$ cat src/logic/uart_core_pkg.sv
// shared constants, types and register map of the serial channel core
package uart_core_pkg;
  localparam logic [2:0] OFF_DATA = 3'h0;
  localparam logic [2:0] OFF_IER  = 3'h1;
  localparam logic [2:0] OFF_ISR  = 3'h2;
  localparam logic [2:0] OFF_LCR  = 3'h3;
  localparam logic [2:0] OFF_MCR  = 3'h4;
  localparam logic [2:0] OFF_LSR  = 3'h5;
  localparam int MCR_PRESC  = 7;
  localparam int FCR_EN     = 0;
  localparam int FCR_RXRST  = 1;
  localparam int FCR_TXRST  = 2;
  localparam int IER_RX     = 0;
  localparam int IER_TX     = 1;
  localparam int LCR_STOP   = 2;
  localparam int LCR_PEN    = 3;
  localparam int LCR_EPS    = 4;
  localparam int LCR_DLAB   = 7;
  localparam int LSR_THRE   = 5;
  localparam int LSR_TEMT   = 6;
  localparam logic [7:0]  REG_RST  = 8'h00;
  localparam logic [15:0] DIV_RST  = 16'h0001;
  localparam logic [3:0]  ISR_NONE = 4'h1;
  localparam logic [3:0]  ISR_THRE = 4'h2;
  localparam logic [3:0]  ISR_RXRDY = 4'h4;
  localparam logic [3:0]  ISR_TMO  = 4'hc;
  localparam logic [1:0]  PRESC_MAX  = 2'h3;
  localparam logic [3:0]  SAMPLE_MID = 4'h7;
  localparam logic [3:0]  SAMPLE_END = 4'hf;
  localparam int TMO_CHARS      = 4;
  localparam int TMO_EXTRA_BITS = 12;
  localparam int TICKS_PER_BIT  = 16;
  localparam int TRIG_L0 = 1;
  localparam int TRIG_L1 = 32;
  localparam int TRIG_L2 = 64;
  localparam int TRIG_L3 = 120;
  typedef enum logic [2:0] {
    S_IDLE  = 3'b000,
    S_START = 3'b001,
    S_DATA  = 3'b010,
    S_PAR   = 3'b011,
    S_STOP  = 3'b100
  } ser_state_t;
  typedef struct packed {
    logic       brk;
    logic       frm;
    logic       par;
    logic [7:0] data;
  } rx_entry_t;
  typedef struct packed {
    logic [2:0] addr;
    logic       wr;
    logic       rd;
    logic [7:0] wdata;
  } host_req_t;
endpackage : uart_core_pkg

$ cat src/logic/uart_baud_tx_rx_core.sv
// one serial channel: prescaler, baud generator, transmit and receive paths, host registers
`timescale 1ns/10ps
`default_nettype none
module uart_baud_tx_rx_core
  import uart_core_pkg::*;
#(
  parameter int DEPTH = 128
) (
  input  wire logic       I_CLOCK,
  input  wire logic       I_NRST,
  input  wire logic       I_CS_N,
  input  wire logic       I_WR,
  input  wire logic       I_RD,
  input  wire logic [2:0] I_ADDR,
  input  wire logic [7:0] I_WDATA,
  input  wire logic       I_RX,
  output logic      [7:0] O_RDATA,
  output logic            O_TX,
  output logic            O_INT
);
  localparam int AW = $clog2(DEPTH);
  typedef logic [AW:0] cnt_t;

  function automatic logic par_bit(input logic [7:0] d, input logic [7:0] l);
    logic [7:0] m;
    m = 8'hff >> (2'h3 - l[1:0]);
    return l[LCR_EPS] ? ^(d & m) : ~^(d & m);
  endfunction : par_bit

  function automatic logic acc(input logic s, input logic [2:0] a, input logic [2:0] off, input logic dl,
                               input logic want);
    return s && (a == off) && (dl == want);
  endfunction : acc

  host_req_t  req;
  logic [7:0] lcr_r, lcr_nxt, ier_r, ier_nxt, mcr_r, mcr_nxt, rdata_r, rdata_nxt;
  logic [1:0] trig_r, trig_nxt;
  logic       fen_r, fen_nxt, thre_int_r, thre_int_nxt, thre_prev_r, thre_prev_nxt, int_r, int_nxt;
  logic [15:0] div_r, div_nxt;
  logic       dlab, wr_thr, rd_rhr, rd_isr, rd_lsr, wr_fcr, tx_flush, rx_flush;
  logic [3:0] dbits;
  logic [7:0] line_status;
  assign req    = '{addr: I_ADDR, wr: !I_CS_N && I_WR, rd: !I_CS_N && I_RD, wdata: I_WDATA};
  assign dlab   = lcr_r[LCR_DLAB];
  assign dbits  = 4'h5 + {2'b00, lcr_r[1:0]};
  assign wr_thr = acc(req.wr, req.addr, OFF_DATA, dlab, 1'b0);
  assign rd_rhr = acc(req.rd, req.addr, OFF_DATA, dlab, 1'b0);
  assign rd_isr = req.rd && req.addr == OFF_ISR;
  assign rd_lsr = req.rd && req.addr == OFF_LSR;
  assign wr_fcr = req.wr && req.addr == OFF_ISR;
  assign tx_flush = wr_fcr && (req.wdata[FCR_TXRST] || req.wdata[FCR_EN] != fen_r);
  assign rx_flush = wr_fcr && (req.wdata[FCR_RXRST] || req.wdata[FCR_EN] != fen_r);

  ////////////////////////////////////////////////////////////////////////////
  // prescaler and baud generator, clocked from the oscillator clock
  logic [1:0]  pre_r, pre_nxt;
  logic [15:0] brg_r, brg_nxt;
  logic        tick_r, tick_nxt, pre_tick;
  always_comb begin
    pre_tick = 1'b1;
    pre_nxt  = 2'h0;
    if (mcr_r[MCR_PRESC]) begin
      pre_tick = (pre_r == PRESC_MAX);
      pre_nxt  = pre_r + 2'h1;
    end
    tick_nxt = 1'b0;
    brg_nxt  = brg_r;
    if (pre_tick) begin
      if (div_r <= 16'h0001 || brg_r >= div_r - 16'h0001) begin
        brg_nxt  = 16'h0000;
        tick_nxt = 1'b1;
      end else begin
        brg_nxt = brg_r + 16'h0001;
      end
    end
  end
  always_ff @(posedge I_CLOCK or negedge I_NRST) begin
    if (!I_NRST) begin
      pre_r  <= 2'h0;
      brg_r  <= 16'h0000;
      tick_r <= 1'b0;
    end else begin
      pre_r  <= pre_nxt;
      brg_r  <= brg_nxt;
      tick_r <= tick_nxt;
    end
  end

  ////////////////////////////////////////////////////////////////////////////
  // transmit fifo and shifter
  logic [7:0] tx_mem [DEPTH];
  logic [AW-1:0] tx_wp_r, tx_wp_nxt, tx_rp_r, tx_rp_nxt;
  cnt_t tx_cnt_r, tx_cnt_nxt, cap;
  ser_state_t tx_st_r, tx_st_nxt;
  logic [7:0] tx_sh_r, tx_sh_nxt;
  logic [3:0] tx_sub_r, tx_sub_nxt;
  logic [2:0] tx_bit_r, tx_bit_nxt;
  logic tx_line_r, tx_line_nxt, tx_par_r, tx_par_nxt, tx_push, tx_load, tx_adv;
  assign cap     = fen_r ? cnt_t'(DEPTH) : cnt_t'(1);  // non-fifo mode is a one-deep holding register
  assign tx_push = wr_thr && tx_cnt_r < cap;
  assign tx_load = tx_st_r == S_IDLE && tx_cnt_r != '0 && !tx_flush;
  assign tx_adv  = tick_r && tx_st_r != S_IDLE && tx_sub_r == SAMPLE_END;
  always_comb begin
    tx_st_nxt = tx_st_r;
    tx_sh_nxt = tx_sh_r;
    tx_sub_nxt = tx_sub_r;
    tx_bit_nxt = tx_bit_r;
    tx_line_nxt = tx_line_r;
    tx_par_nxt = tx_par_r;
    tx_wp_nxt = tx_push ? tx_wp_r + AW'(1) : tx_wp_r;
    tx_rp_nxt = tx_load ? tx_rp_r + AW'(1) : tx_rp_r;
    tx_cnt_nxt = cnt_t'(tx_cnt_r + cnt_t'(tx_push) - cnt_t'(tx_load));
    if (tick_r && tx_st_r != S_IDLE) begin
      tx_sub_nxt = tx_sub_r + 4'h1;
    end
    if (tx_load) begin
      tx_sh_nxt = tx_mem[tx_rp_r];
      tx_par_nxt = par_bit(tx_mem[tx_rp_r], lcr_r);
      tx_st_nxt = S_START;
      tx_sub_nxt = 4'h0;
      tx_line_nxt = 1'b0;
    end else if (tx_adv) begin
      unique case (tx_st_r)
        S_START: begin
          tx_st_nxt = S_DATA;
          tx_bit_nxt = 3'h0;
          tx_line_nxt = tx_sh_r[0];
        end
        S_DATA: begin
          tx_sh_nxt = tx_sh_r >> 1;
          tx_bit_nxt = tx_bit_r + 3'h1;
          tx_line_nxt = tx_sh_r[1];
          if ({1'b0, tx_bit_r} == dbits - 4'h1) begin
            tx_st_nxt = lcr_r[LCR_PEN] ? S_PAR : S_STOP;
            tx_line_nxt = lcr_r[LCR_PEN] ? tx_par_r : 1'b1;
            tx_bit_nxt = 3'h0;
          end
        end
        S_PAR: begin
          tx_st_nxt = S_STOP;
          tx_line_nxt = 1'b1;
        end
        S_STOP: begin
          tx_bit_nxt = 3'h1;
          if (!(lcr_r[LCR_STOP] && tx_bit_r == 3'h0)) begin
            tx_st_nxt = S_IDLE;
          end
        end
        S_IDLE: tx_st_nxt = S_IDLE;
      endcase
    end
    if (tx_flush) begin
      tx_wp_nxt = '0;
      tx_rp_nxt = '0;
      tx_cnt_nxt = '0;
    end
  end
  always_ff @(posedge I_CLOCK) begin
    if (tx_push) begin
      tx_mem[tx_wp_r] <= req.wdata;
    end
  end
  always_ff @(posedge I_CLOCK or negedge I_NRST) begin
    if (!I_NRST) begin
      tx_st_r <= S_IDLE;
      tx_sh_r <= 8'h00;
      tx_sub_r <= 4'h0;
      tx_bit_r <= 3'h0;
      tx_line_r <= 1'b1;
      tx_par_r <= 1'b0;
      tx_wp_r <= '0;
      tx_rp_r <= '0;
      tx_cnt_r <= '0;
    end else begin
      tx_st_r <= tx_st_nxt;
      tx_sh_r <= tx_sh_nxt;
      tx_sub_r <= tx_sub_nxt;
      tx_bit_r <= tx_bit_nxt;
      tx_line_r <= tx_line_nxt;
      tx_par_r <= tx_par_nxt;
      tx_wp_r <= tx_wp_nxt;
      tx_rp_r <= tx_rp_nxt;
      tx_cnt_r <= tx_cnt_nxt;
    end
  end

  ////////////////////////////////////////////////////////////////////////////
  // receiver: start validation, mid-bit sampling, fifo with error tags, timeout
  rx_entry_t rx_mem [DEPTH];
  logic [AW-1:0] rx_wp_r, rx_wp_nxt, rx_rp_r, rx_rp_nxt;
  cnt_t rx_cnt_r, rx_cnt_nxt, trig;
  ser_state_t rx_st_r, rx_st_nxt;
  logic [7:0] rx_sh_r, rx_sh_nxt;
  logic [3:0] rx_sub_r, rx_sub_nxt;
  logic [2:0] rx_bit_r, rx_bit_nxt;
  logic [9:0] tmo_r, tmo_nxt, tmo_lim;
  logic rx_prev_r, rx_prev_nxt, rx_pe_r, rx_pe_nxt, rx_zero_r, rx_zero_nxt, oe_r, oe_nxt, tmo_f_r, tmo_f_nxt;
  logic rx_smp, rx_done, rx_push, rx_pop, rx_hit;
  rx_entry_t rx_new, rx_head;
  assign rx_smp  = tick_r && (rx_st_r == S_START ? rx_sub_r == SAMPLE_MID : rx_sub_r == SAMPLE_END);
  assign rx_done = rx_smp && rx_st_r == S_STOP;
  assign rx_push = rx_done && rx_cnt_r < cap && !rx_flush;
  assign rx_pop  = rd_rhr && rx_cnt_r != '0 && !rx_flush;
  assign rx_new  = '{brk: rx_zero_r && !I_RX, frm: !I_RX, par: rx_pe_r,
                     data: rx_sh_r >> (2'h3 - lcr_r[1:0])};
  assign rx_head = rx_mem[rx_rp_r];
  assign tmo_lim = 10'((TMO_CHARS * (32'(dbits) + 2) + TMO_EXTRA_BITS) * TICKS_PER_BIT);
  assign trig    = trig_r == 2'h0 ? cnt_t'(TRIG_L0) : trig_r == 2'h1 ? cnt_t'(TRIG_L1) :
                   trig_r == 2'h2 ? cnt_t'(TRIG_L2) : cnt_t'(TRIG_L3);
  assign rx_hit  = fen_r ? rx_cnt_r >= trig : rx_cnt_r != '0;
  always_comb begin
    rx_st_nxt = rx_st_r;
    rx_sh_nxt = rx_sh_r;
    rx_bit_nxt = rx_bit_r;
    rx_pe_nxt = rx_pe_r;
    rx_zero_nxt = rx_zero_r;
    rx_prev_nxt = I_RX;
    rx_sub_nxt = (tick_r && rx_st_r != S_IDLE) ? rx_sub_r + 4'h1 : rx_sub_r;
    rx_wp_nxt = rx_push ? rx_wp_r + AW'(1) : rx_wp_r;
    rx_rp_nxt = rx_pop ? rx_rp_r + AW'(1) : rx_rp_r;
    rx_cnt_nxt = cnt_t'(rx_cnt_r + cnt_t'(rx_push) - cnt_t'(rx_pop));
    // a byte dropped by a flush is not an overrun; set wins over clear
    oe_nxt = (rx_done && !rx_push && !rx_flush) || (oe_r && !rd_lsr);
    if (rx_st_r == S_IDLE && rx_prev_r && !I_RX) begin
      rx_st_nxt = S_START;
      rx_sub_nxt = 4'h0;
    end else if (rx_smp) begin
      unique case (rx_st_r)
        S_START: begin
          rx_st_nxt = I_RX ? S_IDLE : S_DATA;
          rx_sub_nxt = 4'h0;
          rx_bit_nxt = 3'h0;
          rx_zero_nxt = 1'b1;
          rx_pe_nxt = 1'b0;
        end
        S_DATA: begin
          rx_sh_nxt = {I_RX, rx_sh_r[7:1]};
          rx_zero_nxt = rx_zero_r && !I_RX;
          rx_bit_nxt = rx_bit_r + 3'h1;
          if ({1'b0, rx_bit_r} == dbits - 4'h1) begin
            rx_st_nxt = lcr_r[LCR_PEN] ? S_PAR : S_STOP;
          end
        end
        S_PAR: begin
          rx_pe_nxt = par_bit(rx_sh_r >> (2'h3 - lcr_r[1:0]), lcr_r) != I_RX;
          rx_zero_nxt = rx_zero_r && !I_RX;
          rx_st_nxt = S_STOP;
        end
        S_STOP: rx_st_nxt = S_IDLE;
        S_IDLE: rx_st_nxt = S_IDLE;
      endcase
    end
    tmo_nxt = tmo_r;
    tmo_f_nxt = tmo_f_r && !rd_rhr;
    if (rx_cnt_r == '0 || rx_push || rd_rhr || !fen_r) begin
      tmo_nxt = 10'h000;
    end else if (tick_r && !tmo_f_r) begin
      tmo_nxt = tmo_r + 10'h001;
      tmo_f_nxt = tmo_r == tmo_lim - 10'h001;
    end
    if (rx_flush) begin
      rx_wp_nxt = '0;
      rx_rp_nxt = '0;
      rx_cnt_nxt = '0;
      tmo_f_nxt = 1'b0;
    end
  end
  always_ff @(posedge I_CLOCK) begin
    if (rx_push) begin
      rx_mem[rx_wp_r] <= rx_new;
    end
  end
  always_ff @(posedge I_CLOCK or negedge I_NRST) begin
    if (!I_NRST) begin
      rx_st_r <= S_IDLE;
      rx_sh_r <= 8'h00;
      rx_sub_r <= 4'h0;
      rx_bit_r <= 3'h0;
      rx_pe_r <= 1'b0;
      rx_zero_r <= 1'b0;
      rx_prev_r <= 1'b1;
      rx_wp_r <= '0;
      rx_rp_r <= '0;
      rx_cnt_r <= '0;
      oe_r <= 1'b0;
      tmo_r <= 10'h000;
      tmo_f_r <= 1'b0;
    end else begin
      rx_st_r <= rx_st_nxt;
      rx_sh_r <= rx_sh_nxt;
      rx_sub_r <= rx_sub_nxt;
      rx_bit_r <= rx_bit_nxt;
      rx_pe_r <= rx_pe_nxt;
      rx_zero_r <= rx_zero_nxt;
      rx_prev_r <= rx_prev_nxt;
      rx_wp_r <= rx_wp_nxt;
      rx_rp_r <= rx_rp_nxt;
      rx_cnt_r <= rx_cnt_nxt;
      oe_r <= oe_nxt;
      tmo_r <= tmo_nxt;
      tmo_f_r <= tmo_f_nxt;
    end
  end

  ////////////////////////////////////////////////////////////////////////////
  // host registers, status and interrupt
  logic [3:0] isr_code;
  logic thre;
  assign thre = tx_cnt_r == '0;
  assign line_status = {1'b0, thre && tx_st_r == S_IDLE,
                thre, rx_cnt_r != '0 ? {rx_head.brk, rx_head.frm, rx_head.par} : 3'b000,
                oe_r, rx_cnt_r != '0};
  always_comb begin
    isr_code = ISR_NONE;
    if (ier_r[IER_RX] && tmo_f_r) begin
      isr_code = ISR_TMO;
    end else if (ier_r[IER_RX] && rx_hit) begin
      isr_code = ISR_RXRDY;
    end else if (ier_r[IER_TX] && thre_int_r) begin
      isr_code = ISR_THRE;
    end
    lcr_nxt = (req.wr && req.addr == OFF_LCR) ? req.wdata : lcr_r;
    mcr_nxt = (req.wr && req.addr == OFF_MCR) ? req.wdata : mcr_r;
    ier_nxt = acc(req.wr, req.addr, OFF_IER, dlab, 1'b0) ? {6'h00, req.wdata[1:0]} : ier_r;
    div_nxt = div_r;
    if (acc(req.wr, req.addr, OFF_DATA, dlab, 1'b1)) begin
      div_nxt[7:0] = req.wdata;
    end
    if (acc(req.wr, req.addr, OFF_IER, dlab, 1'b1)) begin
      div_nxt[15:8] = req.wdata;
    end
    fen_nxt = wr_fcr ? req.wdata[FCR_EN] : fen_r;
    trig_nxt = wr_fcr ? req.wdata[7:6] : trig_r;
    thre_prev_nxt = thre;
    // holding-empty event sets; a write to holding or a status read that reports it clears; set wins
    thre_int_nxt = (thre && (!thre_prev_r || (ier_nxt[IER_TX] && !ier_r[IER_TX]))) ||
                   (thre_int_r && !wr_thr && !(rd_isr && isr_code == ISR_THRE));
    rdata_nxt = rdata_r;
    if (req.rd) begin
      unique case (req.addr)
        OFF_DATA: rdata_nxt = dlab ? div_r[7:0] : rx_head.data;
        OFF_IER:  rdata_nxt = dlab ? div_r[15:8] : ier_r;
        OFF_ISR:  rdata_nxt = {fen_r, fen_r, 2'b00, isr_code};
        OFF_LCR:  rdata_nxt = lcr_r;
        OFF_MCR:  rdata_nxt = mcr_r;
        OFF_LSR:  rdata_nxt = line_status;
        default:  rdata_nxt = 8'h00;
      endcase
    end
    int_nxt = isr_code != ISR_NONE;
  end
  always_ff @(posedge I_CLOCK or negedge I_NRST) begin
    if (!I_NRST) begin
      lcr_r <= REG_RST;
      mcr_r <= REG_RST;
      ier_r <= REG_RST;
      div_r <= DIV_RST;
      fen_r <= 1'b0;
      trig_r <= 2'h0;
      thre_prev_r <= 1'b1;
      thre_int_r <= 1'b0;
      rdata_r <= 8'h00;
      int_r <= 1'b0;
    end else begin
      lcr_r <= lcr_nxt;
      mcr_r <= mcr_nxt;
      ier_r <= ier_nxt;
      div_r <= div_nxt;
      fen_r <= fen_nxt;
      trig_r <= trig_nxt;
      thre_prev_r <= thre_prev_nxt;
      thre_int_r <= thre_int_nxt;
      rdata_r <= rdata_nxt;
      int_r <= int_nxt;
    end
  end
  assign O_RDATA = rdata_r;
  assign O_TX    = tx_line_r;
  assign O_INT   = int_r;
endmodule : uart_baud_tx_rx_core
`default_nettype wire

$ cat config.mk
export PLATFORM = sky130hd
export DESIGN_NAME = uart_baud_tx_rx_core
export DESIGN_NICKNAME = d
export VERILOG_FILES = /design/src/logic/uart_core_pkg.sv /design/src/logic/uart_baud_tx_rx_core.sv
export SDC_FILE = /design/constraint.sdc
export NUM_CORES = 2
export LEC_CHECK = 0
export ABC_CLOCK_PERIOD_IN_PS = 7080
export BUFFER_PORTS_ARGS = -buffer_cell sky130_fd_sc_hd__buf_2
export CAP_MARGIN = 20
export CORE_ASPECT_RATIO = 1.75
export CORE_MARGIN = 2
export CORE_UTILIZATION = 35
export CTS_CLUSTER_DIAMETER = 60
export DETAILED_ROUTE_END_ITERATION = 8
export GPL_ROUTABILITY_DRIVEN = 0
export PLACE_DENSITY = 0.5
export REMOVE_ABC_BUFFERS = 1
export SLEW_MARGIN = 20
export SYNTH_ARGS = -nofsm -noshare
export SYNTH_HDL_FRONTEND = slang
export SYNTH_SLANG_ARGS = --single-unit
$ cat constraint.sdc
create_clock -name I_CLOCK -period 7.08 [get_ports I_CLOCK]
set_clock_uncertainty 0.1 [all_clocks]
set_input_delay 0.354 -clock I_CLOCK [delete_from_list [all_inputs] [get_ports I_CLOCK]]
set_output_delay 0.354 -clock I_CLOCK [all_outputs]
set_load 0.01 [all_outputs]
==> results.cfg <==
[timing]
final_hold_viol_count = 0
rsz0062_at_grt = false
drv_slew = 0
timing.fmax_mhz = 203
tightest_slew_ps = 1130
period_minus_slack_ps = 4930
max_slew_margin = 0.244
min_period_over_period = 0.696
setup_violations = 0

[power_and_ir_drop]
p_switching_mw = 11.2
p_leak_nw = 34.7
intPower_mw = 28.1
power_density_mw_per_mm2 = 338
total_power_mw = 39.3
p_seq_frac = 0.454
switching_share = 0.286
p_comb_frac = 0.219
clockPowerShare = 0.328
vdd_drop_max_mv = 0.250

[synth]
syn_inst = 4905
yosysWarnings = 0
synthArstFlopShare = 0.0632
ys_types = 74
yosysTopAreaCellShare = 0.709
synth_area_per_cell_um2 = 21.0
synth_common_cells = 2432 x edfxtp_1, 731 x mux4_2, 408 x nor2_1
seq_area_frac_synth = 0.749
synth_seq_cells = 2596
synth-edff-count = 2432
yosysMostFrequentCell = edfxtp_1
synth_area_leaders = edfxtp_1 71%, mux4_2 16%, dfrtp_1 3.9%
ys.flop_type = edfxtp_1
synth_area_mm2 = 0.103
synth_area_leader_cell = edfxtp_1

[route]
drt_iter0_drc = 3646
drt_pass1_iterations = 6
drtAntennaViolNets = 0
drc = 0
num_vias = 48400
wire_per_inst_um = 30.5
vias_per_cell = 5.32
wl_um = 278000

[clock_network]
root_buffer = clkbuf_16
cts_sinks = 2596
post_cts_resized = 0
clock_path_buffers = 4
cts-buffers-inserted = 234
clk_pin_slew_ps = 70
ctsHoldBuffers = 14
h-tree-depth = 4
clk_latency_ps = 910
cts_setup_buffers = 0
cts_tree = done

[critical_path]
ff2ff_setup_slack_ps = 2150
r2r_cells = 11
cp_max_fo = 32
arrival_ps = 5560
slowest_stage = dfrtp_4
path_common_cell = xnor2_1
slowest_delay_ps = 960
critPathRequiredTime_ps = 7710
start_kind = register
endpoint_kind = register
timing_worst_setup_path_type = reg2reg
r2r-start = tx_rp_r[0]
path_buf_inv = 1
critical-path-top-delay-family = simple AND/OR/NAND/NOR gates
timing.rr.end = tx_par_r
cp_cell_sequence = buf_4 -> mux4_2 -> a221oi_1 -> o21ai_1 -> nor4_1 -> nor2_1 -> xnor2_1 -> xnor2_1 -> xnor3_1 -> xnor2_1 -> o21ai_1

[finish]
regArea_mm2 = 0.0772
drive_gt1_frac = 0.266
fillers = 26100
final_core_util = 0.396
fin_nets = 5153
area_delta_synth_final_pct = 12.7
multi_input_comb_area_mm2 = 0.0248

[hold_path]
holdCritPathClass = in2async

[grt]
grt_max_degree = 90
met3_usage = 0.0208
met1_usage = 0.201
grt_pass1_vias = 52000
antenna_found_initial = 9
grt_use_met2 = 0.359
grt_pass1_wl_um = 396000
track_usage = 0.185
grt-ovfl-total = 0
grt-busiest-layer = met2

[floorplanning]
dieWidth_um = 414
pin_count = 27
core_area_mm2 = 0.293
initial_core_util = 0.352
rows = 263
die_h_um = 722
die_area_mm2 = 0.299

[placed_design]
port_buffers = 26
hpwl_um = 180000

[flow_run]
cap_violations = 0

[status]
status = finished, final reports clean
==> logic make-up (layout without fill, tap and decap cells) <==
group	Yosys count	in the layout	share of synthesized area
AO/OA/AOI/OAI	278	278	0.0174
buffers and inverters	292	642	0.0131
other	0	3	0
XOR/XNOR	96	96	0.00843
adder cells (fa/ha/maj)	67	67	0.00829
multiplexers	840	840	0.173
AND/OR/NAND/NOR	736	736	0.0311
flip-flops	2596	2596	0.749
==> worst register-to-register path, cell delays in order, from the launching register on <==
cell	delay (ps)
dfrtp_4	960
buf_4	590
mux4_2	600
a221oi_1	420
o21ai_1	170
nor4_1	810
nor2_1	220
xnor2_1	280
xnor2_1	160
xnor3_1	250
xnor2_1	160
o21ai_1	70
==> routing by layer <==
metal  vias up  wire (um)  share of wire
met2      1101     157000           0.57
met1     26400      98000           0.35
met4         6      12800          0.046
li1      20500          -              -
met5         -         37        0.00013
met3       442       9840          0.035
==> metrics by stage <==
step / hold slack (ps) / worst slack (ps) / setup TNS [ps] / std cells / area (um2)
6_report: 0.281 / 2150 / 0 / 9100 / 116000
3_5_place_dp: 330 / 1950 / 0 / 8658 / 108000
2_1_floorplan: -41.6 / -8800 / -187470 / 4656 / 102000
4_1_cts: 3.80 / 2060 / 0 / 9094 / 116000
3_3_place_gp: 320 / 2100 / 0 / 8648 / 108000
5_1_grt: 4.45 / 1860 / 0 / 9098 / 116000
==> power groups by stage <==
stage / combinational (mW) / clock [mW] / sequential [mW]
floorplan: 6.31 / 0 / 18.7
global placement: 8.77 / 0 / 18.2
detailed placement: 8.81 / 0 / 18.2
CTS: 8.85 / 13.2 / 17.8
global route: 9.15 / 13.7 / 17.9
finish: 8.60 / 12.9 / 17.8
==> cells in the final DEF (no fill, tap or decap), types with 36 or more instances in the layout <==
master	count
inv_1	41
mux2_2	48
nor2_1	344
clkbuf_16	236
xnor2_1	56
nand3_1	43
mux2i_1	50
a22oi_1	43
edfxtp_1	2432
ha_1	65
buf_4	125
a21oi_1	71
nor2b_1	36
dfrtp_1	150
o21ai_0	53
nor2_2	64
nand2_1	136
clkinv_2	52
mux4_2	728
clkinv_1	46
xor2_1	38
==> flip-flops by register name, summed over array words and instances, names as in the netlist, 7 cells and up <==
name,flops
lcr_r,8
O_RDATA,8
rx_rp_r,7
tx_cnt_r,8
tx_mem,1024
tx_wp_r,7
rx_mem,1408
tx_sh_r,8
rx_wp_r,7
brg_r,16
mcr_r,8
tx_rp_r,7
rx_sh_r,8
div_r,16
rx_cnt_r,8
tmo_r,10
==> cell type report <==
type                       count  share of cell area
multi-input combinational   2017               0.213
clock inverter               153              0.0133
antenna                        3           0.0000647
timing repair buffer         177              0.0136
sequential                  2596               0.665
clock buffer                 269              0.0523
inverter                      43             0.00142
tap                         3842              0.0414
==> how the worst max path moves through the flow <==
stage	startpoint	slack [ps]	depth (start not counted)	end
floorplan	rx_rp_r[0]	-8800	7	O_RDATA[2]
global placement	tx_rp_r[0]	2100	11	tx_par_r
detailed placement	I_ADDR[0]	1950	8	tx_mem[32][4]
CTS	tx_rp_r[0]	2060	11	tx_par_r
global route	lcr_r[7]	1860	7	tx_mem[32][0]
finish	tx_rp_r[0]	2150	11	tx_par_r
Note: power is estimated with default switching activity, not from simulation.
